===== config.mk =====
export PLATFORM = sky130hd
export DESIGN_NAME = ppess_top
export DESIGN_NICKNAME = d
export VERILOG_FILES = /design/src/logic/ppess_pkg.sv /design/src/logic/ppess_sync_if.sv /design/src/logic/ppess_sync.sv /design/src/logic/ppess_top.sv
export SDC_FILE = /design/constraint.sdc
export NUM_CORES = 1
export LEC_CHECK = 0
export ABC_AREA = 1
export BUFFER_PORTS_ARGS = -buffer_cell sky130_fd_sc_hd__buf_4
export CAP_MARGIN = 20
export CORE_ASPECT_RATIO = 1.2
export CORE_MARGIN = 4
export CORE_UTILIZATION = 50
export DETAILED_ROUTE_END_ITERATION = 8
export PLACE_DENSITY = 0.79
export SKIP_CTS_REPAIR_TIMING = 1
export SYNTH_ARGS = -nofsm -noshare
export SYNTH_HDL_FRONTEND = slang
export SYNTH_HIERARCHICAL = 1
export SYNTH_SLANG_ARGS = --single-unit

===== constraint.sdc =====
create_clock -name ref_clk_i -period 5.7 [get_ports ref_clk_i]
set_input_delay 0.57 -clock ref_clk_i [delete_from_list [all_inputs] [get_ports ref_clk_i]]
set_output_delay 0.57 -clock ref_clk_i [all_outputs]
set_load 0.01 [all_outputs]

===== src/logic/ppess_pkg.sv =====
// Constants for the period event source select block.
// Assumes an 8-bit register port with one-cycle strobes.
package ppess_pkg;
    localparam int ADDR_W = 4;
    localparam int DATA_W = 8;
    localparam int TB_W   = 16;
    localparam int SRC_N  = 4;
    // Register offsets
    localparam logic [3:0] OFF_PERIOD_SRC  = 4'h0;
    localparam logic [3:0] OFF_FALL_SRC    = 4'h1;
    localparam logic [3:0] OFF_PERIOD_LO   = 4'h2;
    localparam logic [3:0] OFF_PERIOD_HI   = 4'h3;
    localparam logic [3:0] OFF_DUTY_LO     = 4'h4;
    localparam logic [3:0] OFF_DUTY_HI     = 4'h5;
    localparam logic [3:0] OFF_TIMEBASE_LO = 4'h6;
    localparam logic [3:0] OFF_TIMEBASE_HI = 4'h7;
    // Source enable field layout, shared by both source registers
    localparam int BIT_TIMEBASE = 0;
    localparam int BIT_CMP1     = 1;
    localparam int BIT_CMP2     = 2;
    localparam int BIT_CMP3     = 3;
    localparam int BIT_PIN      = 7;
    localparam logic [7:0] SRC_IMPL_MASK = 8'h8F;
    // Reset values
    localparam logic [7:0]  SRC_RESET    = 8'h00;
    localparam logic [15:0] PERIOD_RESET = 16'hFFFF;
    localparam logic [15:0] DUTY_RESET   = 16'h0000;
    localparam logic [15:0] TB_RESET     = 16'h0000;
    localparam logic [15:0] TB_STEP      = 16'h0001;
endpackage : ppess_pkg


===== src/logic/ppess_sync_if.sv =====
// Carries asynchronous source levels into the synchroniser and back.
// Assumes all levels are sampled on the block clock.
`timescale 1ns/100ps
interface ppess_sync_if;
    import ppess_pkg::*;
    logic [SRC_N-1:0] raw;
    logic [SRC_N-1:0] synced;
    modport sync_side (input raw, output synced);
    modport user_side (output raw, input synced);
endinterface : ppess_sync_if


===== src/logic/ppess_sync.sv =====
// Two-flop synchroniser for the external pin and comparator levels.
// Assumes the levels are asynchronous to ref_clk_i.
`timescale 1ns/100ps
module ppess_sync
    import ppess_pkg::*;
(
    input  wire logic    ref_clk_i,
    input  wire logic    rst_i,
    ppess_sync_if.sync_side sif
);
    logic [SRC_N-1:0] meta;
    logic [SRC_N-1:0] stable;

    // First stage feeds only the second stage
    always_ff @(posedge ref_clk_i or posedge rst_i)
    begin
        if (rst_i)
        begin
            meta   <= '0;
            stable <= '0;
        end
        else
        begin
            meta   <= sif.raw;
            stable <= meta;
        end
    end

    assign sif.synced = stable;
endmodule : ppess_sync


===== src/logic/ppess_top.sv =====
// Period and falling-edge event source selection with its time-base counter.
// Assumes a simple strobe register port; pin and comparator levels are asynchronous.
`timescale 1ns/100ps
module ppess_top
    import ppess_pkg::*;
(
    input  wire logic              ref_clk_i,
    input  wire logic              rst_i,
    input  wire logic [ADDR_W-1:0] addr_i,
    input  wire logic [DATA_W-1:0] wdata_i,
    input  wire logic              wr_i,
    input  wire logic              rd_i,
    output logic      [DATA_W-1:0] rdata_o,
    input  wire logic              external_pwm_input_i,
    input  wire logic              comparator1_out_i,
    input  wire logic              comparator2_out_i,
    input  wire logic              comparator3_out_i,
    output logic                   period_event_o,
    output logic                   falling_edge_event_o,
    output logic      [TB_W-1:0]   time_base_counter_o
);
    // ****************************************
    // Synchronisation and edge detection
    // ****************************************
    ppess_sync_if sif ();
    assign sif.raw = {external_pwm_input_i, comparator3_out_i, comparator2_out_i, comparator1_out_i};

    ppess_sync u_sync
    (
        .ref_clk_i (ref_clk_i),
        .rst_i     (rst_i),
        .sif       (sif)
    );

    wire  [SRC_N-1:0] src_rise;

    // One rising-edge detector per source; the previous level resets to the idle low
    // of the synchroniser, so leaving reset never shows an edge by itself
    genvar gi;
    generate
        for (gi = 0; gi < SRC_N; gi++)
        begin : g_edge
            logic prev;

            always_ff @(posedge ref_clk_i or posedge rst_i)
            begin
                if (rst_i)
                    prev <= 1'b0;
                else
                    prev <= sif.synced[gi];
            end

            assign src_rise[gi] = sif.synced[gi] & ~prev;
        end
    endgenerate

    // ****************************************
    // Registers
    // ****************************************
    logic [7:0]      period_event_source_enable;
    logic [7:0]      falling_edge_source_enable;
    logic [TB_W-1:0] period_compare_value;
    logic [TB_W-1:0] duty_compare_value;
    logic [TB_W-1:0] time_base_counter;

    // Source enables in the order of the synchronised vector
    function automatic logic [SRC_N-1:0] src_enables(input logic [7:0] reg_val);
        src_enables = {reg_val[BIT_PIN], reg_val[BIT_CMP3], reg_val[BIT_CMP2], reg_val[BIT_CMP1]};
    endfunction : src_enables

    // Byte lane of a 16-bit register as seen on the 8-bit port
    function automatic logic [DATA_W-1:0] byte_lane(input logic [TB_W-1:0] value, input logic upper);
        byte_lane = upper ? value[TB_W-1:DATA_W] : value[DATA_W-1:0];
    endfunction : byte_lane

    wire [SRC_N-1:0] period_src_en = src_enables(period_event_source_enable);
    wire [SRC_N-1:0] fall_src_en   = src_enables(falling_edge_source_enable);

    wire wr_psrc  = wr_i && (addr_i == OFF_PERIOD_SRC);
    wire wr_fsrc  = wr_i && (addr_i == OFF_FALL_SRC);
    wire wr_pr_lo = wr_i && (addr_i == OFF_PERIOD_LO);
    wire wr_pr_hi = wr_i && (addr_i == OFF_PERIOD_HI);
    wire wr_dc_lo = wr_i && (addr_i == OFF_DUTY_LO);
    wire wr_dc_hi = wr_i && (addr_i == OFF_DUTY_HI);

    // ****************************************
    // Event generation
    // ****************************************
    wire tb_match   = (time_base_counter == period_compare_value);
    wire duty_match = (time_base_counter == duty_compare_value);
    wire period_hit = |(src_rise & period_src_en)
                    | (tb_match & period_event_source_enable[BIT_TIMEBASE]);
    wire fall_hit   = |(src_rise & fall_src_en)
                    | (duty_match & falling_edge_source_enable[BIT_TIMEBASE]);

    assign period_event_o       = period_hit;
    assign falling_edge_event_o = fall_hit;

    wire [TB_W-1:0] next_time_base_counter = period_hit ? TB_RESET : time_base_counter + TB_STEP;

    // ****************************************
    // Read mux
    // ****************************************
    logic [DATA_W-1:0] read_sel;
    always_comb
    begin
        case (addr_i)
            OFF_PERIOD_SRC:  read_sel = period_event_source_enable;
            OFF_FALL_SRC:    read_sel = falling_edge_source_enable;
            OFF_PERIOD_LO:   read_sel = byte_lane(period_compare_value, 1'b0);
            OFF_PERIOD_HI:   read_sel = byte_lane(period_compare_value, 1'b1);
            OFF_DUTY_LO:     read_sel = byte_lane(duty_compare_value, 1'b0);
            OFF_DUTY_HI:     read_sel = byte_lane(duty_compare_value, 1'b1);
            OFF_TIMEBASE_LO: read_sel = byte_lane(time_base_counter, 1'b0);
            OFF_TIMEBASE_HI: read_sel = byte_lane(time_base_counter, 1'b1);
            default:         read_sel = 8'h00;
        endcase
    end

    // ****************************************
    // Clocked state
    // ****************************************
    always_ff @(posedge ref_clk_i or posedge rst_i)
    begin
        if (rst_i)
        begin
            period_event_source_enable <= SRC_RESET;
            falling_edge_source_enable <= SRC_RESET;
            period_compare_value       <= PERIOD_RESET;
            duty_compare_value         <= DUTY_RESET;
            time_base_counter          <= TB_RESET;
            rdata_o                    <= 8'h00;
        end
        else
        begin
            // Unimplemented bits are masked so they never store a write
            if (wr_psrc) period_event_source_enable <= wdata_i & SRC_IMPL_MASK;
            if (wr_fsrc) falling_edge_source_enable <= wdata_i & SRC_IMPL_MASK;
            if (wr_pr_lo) period_compare_value[DATA_W-1:0]  <= wdata_i;
            if (wr_pr_hi) period_compare_value[TB_W-1:DATA_W] <= wdata_i;
            if (wr_dc_lo) duty_compare_value[DATA_W-1:0]    <= wdata_i;
            if (wr_dc_hi) duty_compare_value[TB_W-1:DATA_W]   <= wdata_i;
            time_base_counter <= next_time_base_counter;
            rdata_o           <= rd_i ? read_sel : 8'h00;
        end
    end

    assign time_base_counter_o = time_base_counter;

    // One check per source, so a failure names the lane whose enable was lost
    generate
        for (gi = 0; gi < SRC_N; gi++)
        begin : g_src_chk

        end
    endgenerate
endmodule : ppess_top


Word level (Yosys, flattened, before mapping)
Index checks and enable logic that the tools add are counted.
Cells by class
  bitwise logic cells: 14
  reductions and logical operators: 9
  $mul: 0
  eq/ne operators: 9
  div/mod/pow operators: 0
  shift operators: 0
  $lt $le $gt $ge: 0
  add/subtract/negate cells: 1
  mux-type cells: 3
Operators by type and width (number)
  8-bit case mux with 8 select lines: 1
  16-bit == test: 2
  16-bit by 1-bit adder with 16-bit output (second input constant): 1
  4-bit by 3-bit == test with 1-bit output (second input constant): 4
  16-bit 2-to-1 mux: 1
  4-bit AND: 2
  4-bit by 2-bit == test with 1-bit output (second input constant): 2
  8-bit 2-to-1 mux: 1
  4-bit OR reduction: 2
  1-bit AND: 6
  1-bit logical AND: 6
  4-bit by 1-bit == test with 1-bit output (second input constant): 1
  4-bit zero test: 1
  1-bit NOT: 4
  1-bit bitwise OR: 2
Storage, ports and cells
  bits in latches: 0
  RAM bits: 0
  input port bits: 20
  memories kept: 0
  bits in read-only memories: 0
  logic and storage cells: 50
  register bits after elaboration: 78
  output and inout bits: 26

Depth between registers and ports, before layout
Gate-level depths: netlist of run 1.
  depth after elaboration: 6
  mapped depth: 10
  mapped depth without buffers: 9

Hierarchy
The synthesis of run 1 kept the hierarchy.
By module, submodules not included
  ppess_top: cells an instance 481, sequential area each 1771.7 um^2, area an instance 3786.1 um^2, times used 1
  ppess_sync: cells an instance 9, sequential area each 200.2 um^2, area an instance 203.9 um^2, times used 1

Worst setup path after synthesis of run 1
No wires, ideal clock.
  kind: register -> output
  from: reg time_base_counter[2], in the netlist time_base_counter_o[2]
  to: out period_event_o
  buffers on the path: 2
  arrival time: 1233 ps
  cell stages (with the launch flop): 10
  data required time: 5130 ps
  path slack: 3897 ps
  cells stage by stage: dfrtp_1 > clkbuf_2 > inv_1 > nand2_1 > nand2_1 > nand3_1 > nor2_1 > nand3_2 > nand2_4 > buf_12
Between the ends
  longest elaborated chain between the ends: 3
RTL lines
  start: declaration: RTL line ppess_top.sv:64  | logic [TB_W-1:0] time_base_counter;
  start signal: assignment: RTL line ppess_top.sv:143  | time_base_counter <= next_time_base_counter;
  16-bit == test: RTL line ppess_top.sv:89  | wire tb_match = (time_base_counter == period_compare_value);
  1-bit AND: RTL line ppess_top.sv:92  | | (tb_match & period_event_source_enable[BIT_TIMEBASE]);
  1-bit bitwise OR: RTL line ppess_top.sv:92
  end: declaration: RTL line ppess_top.sv:18  | output logic period_event_o,
Every way passes these cells.

Worst setup path after layout of run 1
  from: reg time_base_counter[10], in the netlist time_base_counter_o[10]
  to: out period_event_o
Same word-level chain as after synthesis.

==> results of run 1 <==
[power groups by stage]
stage	clock network, W	registers (W)	logic, W
floorplan	0	0.000711	0.000223
global placement	0	0.000733	0.000302
detailed placement	0	0.000735	0.000310
CTS	0.000482	0.000726	0.000312
global route	0.000513	0.000737	0.000352
finish	0.000476	0.000727	0.000313
[final cells by class]
| cell class | count | area (um^2) |
|---|---|---|
| Inverter | 78 | 292.8 |
| Clock buffer | 9 | 123.9 |
| Clock inverter | 7 | 102.6 |
| Sequential cell | 78 | 1972 |
| Tap cell | 92 | 115.1 |
| Timing Repair Buffer | 46 | 345.3 |
| Fill cell | 693 | 3085 |
| Multi-Input combinational cell | 326 | 1670 |
[flip-flops by register name, summed over array words and instances, names as in the netlist]
| register | cells |
|---|---|
| duty_compare_value | 16 |
| falling_edge_source_enable | 5 |
| g_edge.prev | 4 |
| period_compare_value | 16 |
| period_event_source_enable | 5 |
| rdata_o | 8 |
| time_base_counter_o | 16 |
| u_sync/meta | 4 |
| u_sync/sif.synced | 4 |
[cells by family (layout without fill, tap and decap cells)]
kind of cell,count (synthesis),count (layout),synth area share
DFF,78,78,0.4942
adders and majority gates,1,1,0.003135
and+or+nand+nor,219,219,0.2480
xor gates and xnor gates,20,20,0.04390
buffers and inverters,86,140,0.08717
AOI/OAI and AO/OA,86,86,0.1236
[per-layer routing]
layer,share of wire,track usage,vias to the layer above
li1,-,-,1652
met1,0.41,0.3377,1682
met2,0.48,0.3787,165
met3,0.076,0.05160,37
met4,0.036,0.1021,0
met5,0,0,-
[critical path: cells and delay by family (launching register included)]
family,cells,cell delay [ns]
and+or+nand+nor,7,0.80
DFF,1,0.50
buffers and inverters,2,0.39
[cells in the mapped netlist, drive strengths merged]
cell,instances,share of area
a211oi,1,0.0019
a21boi,1,0.0019
a21oi,8,0.010
buf,3,0.0082
clkbuf,5,0.0056
dfrtp,62,0.39
dfstp,16,0.11
ha,1,0.0031
inv,78,0.073
nand2,132,0.13
nand3,17,0.026
nand4,6,0.0094
nor2,51,0.063
nor3,12,0.018
o21ai,54,0.075
o22ai,22,0.034
or2,1,0.0016
xnor2,4,0.0088
xor2,16,0.035
[worst max path at each step]
stage               cells past startpoint                     to  slack (ns)               startpoint
finish                                  9         period_event_o        3.08  time_base_counter_o[10]
global route                            9         period_event_o        3.01  period_compare_value[5]
CTS                                     9         period_event_o        3.11  period_compare_value[5]
detailed placement                      9         period_event_o        3.50  period_compare_value[5]
global placement                        9         period_event_o        3.50  period_compare_value[5]
floorplan                               1  duty_compare_value[0]        3.39                    rst_i
[stage by stage]
stage            util  worst slack [ns]  cell area (um^2)
6_report       0.5997             3.079              4622
3_5_place_dp   0.5703             3.499              4395
5_1_grt        0.5997             3.006              4622
3_3_place_gp   0.5703             3.504              4395
2_1_floorplan       -             3.388              3990
4_1_cts        0.5997             3.115              4622
==> out/results.txt, run 1 <==
The post-synthesis average cell area is 8.143 um^2, and the clock-pin slew reported for the worst setup and hold paths after clock tree synthesis is 0.09 ns. Final cell count without fillers: 636. For the max-slew violation count, the log shows 0.

Synthesis produced a netlist whose cell count is 490. TritonCTS created 9 clock buffers. The switching share of power was 0.3261. The number of DRC markers after the initial detailed-route iteration came out at 276.

The area growth from synthesis to layout is 15.84%. The worst relative slew slack was 0.4132; the DRC violation count after routing was 0. Walking the worst path, the cells encountered are inv_1 > nand2_1 > nand2_1 > nor2_1 > nand2_1 > nor2_2 > nand3_2 > nand2_4 > buf_4. Effective utilization at floorplan: 0.5177.

Leaving out fill and tap cells, the most frequent cells in the layout are nand2_1, inv_1, dfrtp_1. The mapped netlist covers 3990 um^2. The number of cells in the design after placement is 620, and the internal portion of total power is 0.001022 W. The tools report the reg-to-reg startpoint as time_base_counter_o[10]. Summing internal, switching and leakage power gives 0.001517 W. The synthesized netlist net count is 511, and the total routing resource utilization after global routing is 0.2476. Setup violations remaining at the end of the flow were counted as 0.

The floorplan step set the die height to 105.9 um. Number of buffers between clock root and the deepest sink: 2. Across all hold checks on the routed design, the worst slack comes to 0.1500 ns. For the sequential-to-total area share from yosys stat, the log shows 0.4942.

The antenna diode instance count was 0. Transition at the pin with the smallest max-transition slack: 0.8803 ns. The library cell used most frequently in the layout, excluding fill and tap cells, is nand2_1.

In this run the power density over the cells is 328.2 nW/um^2. The tools report the critical register-to-register path endpoint as time_base_counter_o[15]. The run gives 3.97 ns as the setup slack of the worst register-to-register path.

Type of the tightest min-delay check: primary input to async pin. In the final design database the tool counted 560 nets. By instance count, the cell type seen most on the critical path is nand2_1. The root buffer cell chosen for the clock tree is clkbuf_8.

The logs give 3398 for the number of global-route vias before repair and 0 for the initial antenna violation count. The library cell contributing the largest single delay on the critical path was dfrtp_1. During synthesis, Yosys emitted a total of 6 warnings. STA puts the critical path data arrival time at 2.05 ns. The first detailed-routing pass took 6 iterations.

For the count of antenna-violating nets left after detailed routing, the log shows 0. The run finished with clean final reports. The switching power was 0.0004946 W; the count of vias placed by the detailed router was 3536. The count of buffers added on input and output ports is 45. Setup repair after global routing left no endpoint under its margin. For the half-perimeter wire length after detailed placement, the log shows 8098 um. For the clock skew after layout, the log shows 0.01650 ns. After detailed routing, the number of vias per cell comes to 5.560. Adding up every negative setup slack in the final design gives 0 ns. In this run the static leakage power is 2.174 nW.

The worst register-to-register path has a depth of 9. The required arrival time at the worst endpoint is 5.13 ns, and the maximum level of the CTS H-tree is 3. The post-detailed-routing wire length is 11110 um, and the clock network power share is 0.314. The worst setup path is captured at an output pin. The core area came out at 7707 um^2. TritonCTS built the clock tree. The tools report the number of sinks handled by clock tree synthesis as 78. Classification of the worst setup path: flop to output pin. Static timing analysis puts the maximum clock frequency at 381.6 MHz.

The run gives 31 as the distinct cell type count after synthesis. The layout cell share with drive strength beyond 1 was 0.2224. The run gives 0.479 as the proportion of power drawn by flip-flops and latches. The logs give 35 for the floorplan row count and 0.36 ns for the latest clock arrival within the worst-skew pair. The combinational share of power was 0.207; the number of maximum-capacitance violations was 0. The worst-case IR drop observed on VDD is 243.3 uV. The clock period could shrink to 2.621 ns. The global-route congestion overflow total was 0.

The synthesized flop and latch total works out to 78. The first global-routing pass estimated 17690 um of wire. After detailed routing, the average wire length per cell comes to 17.47 um. The share of the cycle needed by the critical path after routing is 0.4598, and the maximum fanout count along the critical path is 17.

The die covers 9480 um^2. The largest net degree at the start of global routing was 71; the I/O pin count was 46. The longest individual stage delay on the worst path is 0.50 ns.

The congestion estimate from routability-driven global placement came to 0.9702. The run gives 0 as the total count of hold-check failures in the final report. The category of the worst setup path launch point is a flop. The horizontal extent of the die works out to 89.55 um.
Power figures use the tool's default switching activity.
==> run 2: changes to the inputs <==
==> constraint.sdc (replaced) <==
create_clock -name ref_clk_i -period 2.75 [get_ports ref_clk_i]
set_input_delay 0.275 -clock ref_clk_i [delete_from_list [all_inputs] [get_ports ref_clk_i]]
set_output_delay 0.275 -clock ref_clk_i [all_outputs]
set_load 0.01 [all_outputs]
==> run 2 against run 1 <==
Global-route usage shrank 0.068 points. Cell count increased by 0.31%. Clock-buffer cell count unchanged. Flip-flop and latch count stayed put. First-iteration DRC count down 1.4%. Register-to-register slack worse by 2.9 ns. Critical path depth unchanged. Clock power up 100%.
==> out/results.txt, run 2 (synthesized netlist as in run 1, its figures left out) <==
The number of cells on the worst hold path is 1, and the power after layout is 0.003123 W (was 0.001517 W). Height of the die: 105.9 um (unchanged). Required arrival time at the worst endpoint: 2.48 ns (was 5.13 ns).

For the met3 wirelength from detailed routing, the log shows 889 um (was 846 um). Final instance area: 4632 um^2 (was 4622 um^2). Commonest cells after routing, fill and taps aside: nand2_1, inv_1, dfrtp_1 (unchanged).

The minimum period implied by the final worst setup slack was 2.259 ns. The global-route congestion overflow total was 0 (unchanged). The tools report the final RePlAce weighted congestion as 1.010 (was 0.9702). The detailed-route wire length per cell was 17.10 um (was 17.47 um); the first-pass detailed-route iteration total was 7 (was 6).

The tools report the effective utilization at floorplan as 0.5177 (unchanged). The type of element capturing the critical path is an output pin (unchanged). The launching instance or port of the critical path is time_base_counter_o[10] (unchanged). The logs give 0 (unchanged) for the DRC violation count after routing and 0 (unchanged) for the max-slew violation count. The first-pass GRT wire length is 17600 um (was 17690 um), and the number of sinks handled by clock tree synthesis is 78 (unchanged). The final net count was 562 (was 560). The tools report the proportion of power drawn by flip-flops and latches as 0.482 (was 0.479). Count of buffers inserted at the top-level ports: 45 (unchanged). Setup repair after global routing left no endpoint under its margin. The classification of the worst setup path is flop to output pin (unchanged).

The area used by sequential logic in the layout was 1972 um^2 (unchanged). For the setup TNS, the log shows 0 ns (unchanged). The run gives 9480 um^2 (unchanged) as the die outline area. The area of the multi-input gates came out at 1670 um^2 (unchanged). The tools report the number of maximum-capacitance violations as 0 (unchanged). The tools report the critical register-to-register path endpoint as time_base_counter_o[15] (unchanged). The number of DRC markers after the initial detailed-route iteration came out at 272 (was 276).

The category of the worst setup path launch point was a flop (unchanged). The power per standard cell area works out to 674.3 nW/um^2 (was 328.2 nW/um^2). For the setup slack of the worst register-to-register path, the log shows 1.07 ns (was 3.97 ns). The switching share of power was 0.3236 (was 0.3261); the latest clock arrival within the worst-skew pair was 0.36 ns (about the same).

The mean number of vias per cell works out to 5.466 (was 5.560). TritonCTS built the clock tree. Uppermost metal layer occupied by signal nets: met4 (unchanged).

The number of buffers between clock root and the deepest sink was 2 (unchanged). The total cell area at the placement stage is 4403 um^2 (was 4395 um^2). The internal portion of total power is 0.002112 W (was 0.001022 W). Worst relative slew slack: 0.7097 (was 0.4132). The core area was 7707 um^2 (unchanged); the arrival time at the worst endpoint was 1.98 ns (was 2.05 ns). The total CTS buffers is 9 (unchanged), and the clock skew after layout is 0.01471 ns (was 0.01650 ns). Timing would allow up to 442.7 MHz. The type of the tightest min-delay check is primary input to flop (was primary input to async pin). The run finished with clean final reports. The count of vias placed by the detailed router was 3487 (was 3536); the maximum fanout count along the critical path was 17 (unchanged). The clock-pin slew reported for the worst setup and hold paths after clock tree synthesis was 0.09 ns (about the same). The met2 wire length was 5146 um (was 5350 um); the layout cell share with drive strength beyond 1 was 0.2234 (was 0.2224). The logs give 29 (was 71) for the largest net degree at the start of global routing and 3 (unchanged) for the maximum level of the CTS H-tree. The post-detailed-routing wire length was 10910 um (was 11110 um). The worst IR drop on VDD was 348.3 uV (was 243.3 uV); the number of global-route vias before repair was 3419 (was 3398). The combinational share of power is 0.209 (was 0.207), and the total count of hold-check failures in the final report is 0 (unchanged). Post-synthesis to final-layout area growth: 16.09% (was 15.84%). Critical path endpoint: period_event_o (unchanged).

The tools report the total routing resource utilization after global routing as 0.2470 (was 0.2476). The cell depth of the worst flop-to-flop path was 9 (unchanged); the switching power was 0.001011 W (was 0.0004946 W). The tools report the antenna diode instance count as 0 (unchanged). The horizontal extent of the die works out to 89.55 um (unchanged). Clock root buffer: clkbuf_8 (unchanged). Static leakage power: 2.182 nW (was 2.174 nW). The share of the cycle needed by the critical path after routing works out to 0.8213. The count of antenna-violating nets left after detailed routing is 0 (unchanged), and the clock network power share is 0.309 (was 0.314). The tools report the number of setup violations in the final report as 0 (unchanged). The I/O pin count was 46 (unchanged); the transition at the pin with the smallest max-transition slack was 0.4321 ns (was 0.8803 ns). The tools report the reg-to-reg startpoint as time_base_counter_o[10] (unchanged). The tools report the detailed-routing wirelength on met1 as 4466 um (was 4520 um). The half-perimeter wire length after detailed placement was 8129 um (was 8098 um).

The most common library cell in the layout ignoring fill and taps was nand2_1 (unchanged). The run gives 0 (unchanged) as the initial antenna violation count. The number of inserted filler cells in the final layout was 714 (was 693); the floorplan row count was 35 (unchanged).
## run 2: cell types whose count changed in the layout (fill, tap and decap cells not counted)
cell,previous run,this run
clkinv_2,0,2
buf_4,46,47
clkinv_4,1,0
dlygate4sd3_1,0,1
inv_6,3,2
## run 2: critical path: stages, from the launching register on
cell	delay, ns
dfrtp_1	0.44
inv_1	0.18
nand2_1	0.09
nand2_1	0.05
nor2_1	0.16
nand2_1	0.09
nor2_2	0.11
nand3_2	0.09
nand2_4	0.23
buf_4	0.18
## run 2: layout make-up
type / instances / area share
clock inverters: 7 / 0.02053
multi-input cells: 326 / 0.3606
well taps: 92 / 0.02485
repair buffers: 48 / 0.07834
flip-flops and latches: 78 / 0.4257
clock buffers: 9 / 0.02674
inverters: 78 / 0.06321
## run 2: per-layer routing
metal / vias up / GRT usage
met5: - / 0
met4: 0 / 0.1096
met3: 29 / 0.05160
met2: 167 / 0.3776
met1: 1630 / 0.3330
li1: 1661 / -
## run 2: power groups by stage
stage / clock network (W) / logic (W) / registers, W
after floorplan: 0 / 0.000463 / 0.00147
after global routing: 0.00102 / 0.000737 / 0.00153
after CTS: 0.000973 / 0.000649 / 0.00150
final: 0.000966 / 0.000653 / 0.00150
after global placement: 0 / 0.000628 / 0.00152
after detailed placement: 0 / 0.000644 / 0.00152
## run 2: per-stage QoR
stage	setup WS (ns)	cells	hold slack [ns]	util
finish	0.4914	638	0.02035	0.6010
CTS	0.4931	637	-0.1356	0.5997
floorplan	0.7333	490	0.09066	-
global route	0.3074	638	0.004899	0.6010
global placement	0.8635	621	0.2378	0.5713
detailed placement	0.8886	621	0.2512	0.5713
## run 2: worst min-delay path by stage
stage	slack (ns)	end	startpoint
5_1_grt	0.005	u_sync/meta[0]	comparator1_out_i
3_3_place_gp	0.24	u_sync/sif.synced[1]	rst_i
6_report	0.02	u_sync/meta[2]	comparator3_out_i
2_1_floorplan	0.09	u_sync/meta[0]	rst_i
3_5_place_dp	0.25	u_sync/sif.synced[1]	rst_i
4_1_cts	-0.14	u_sync/meta[1]	rst_i
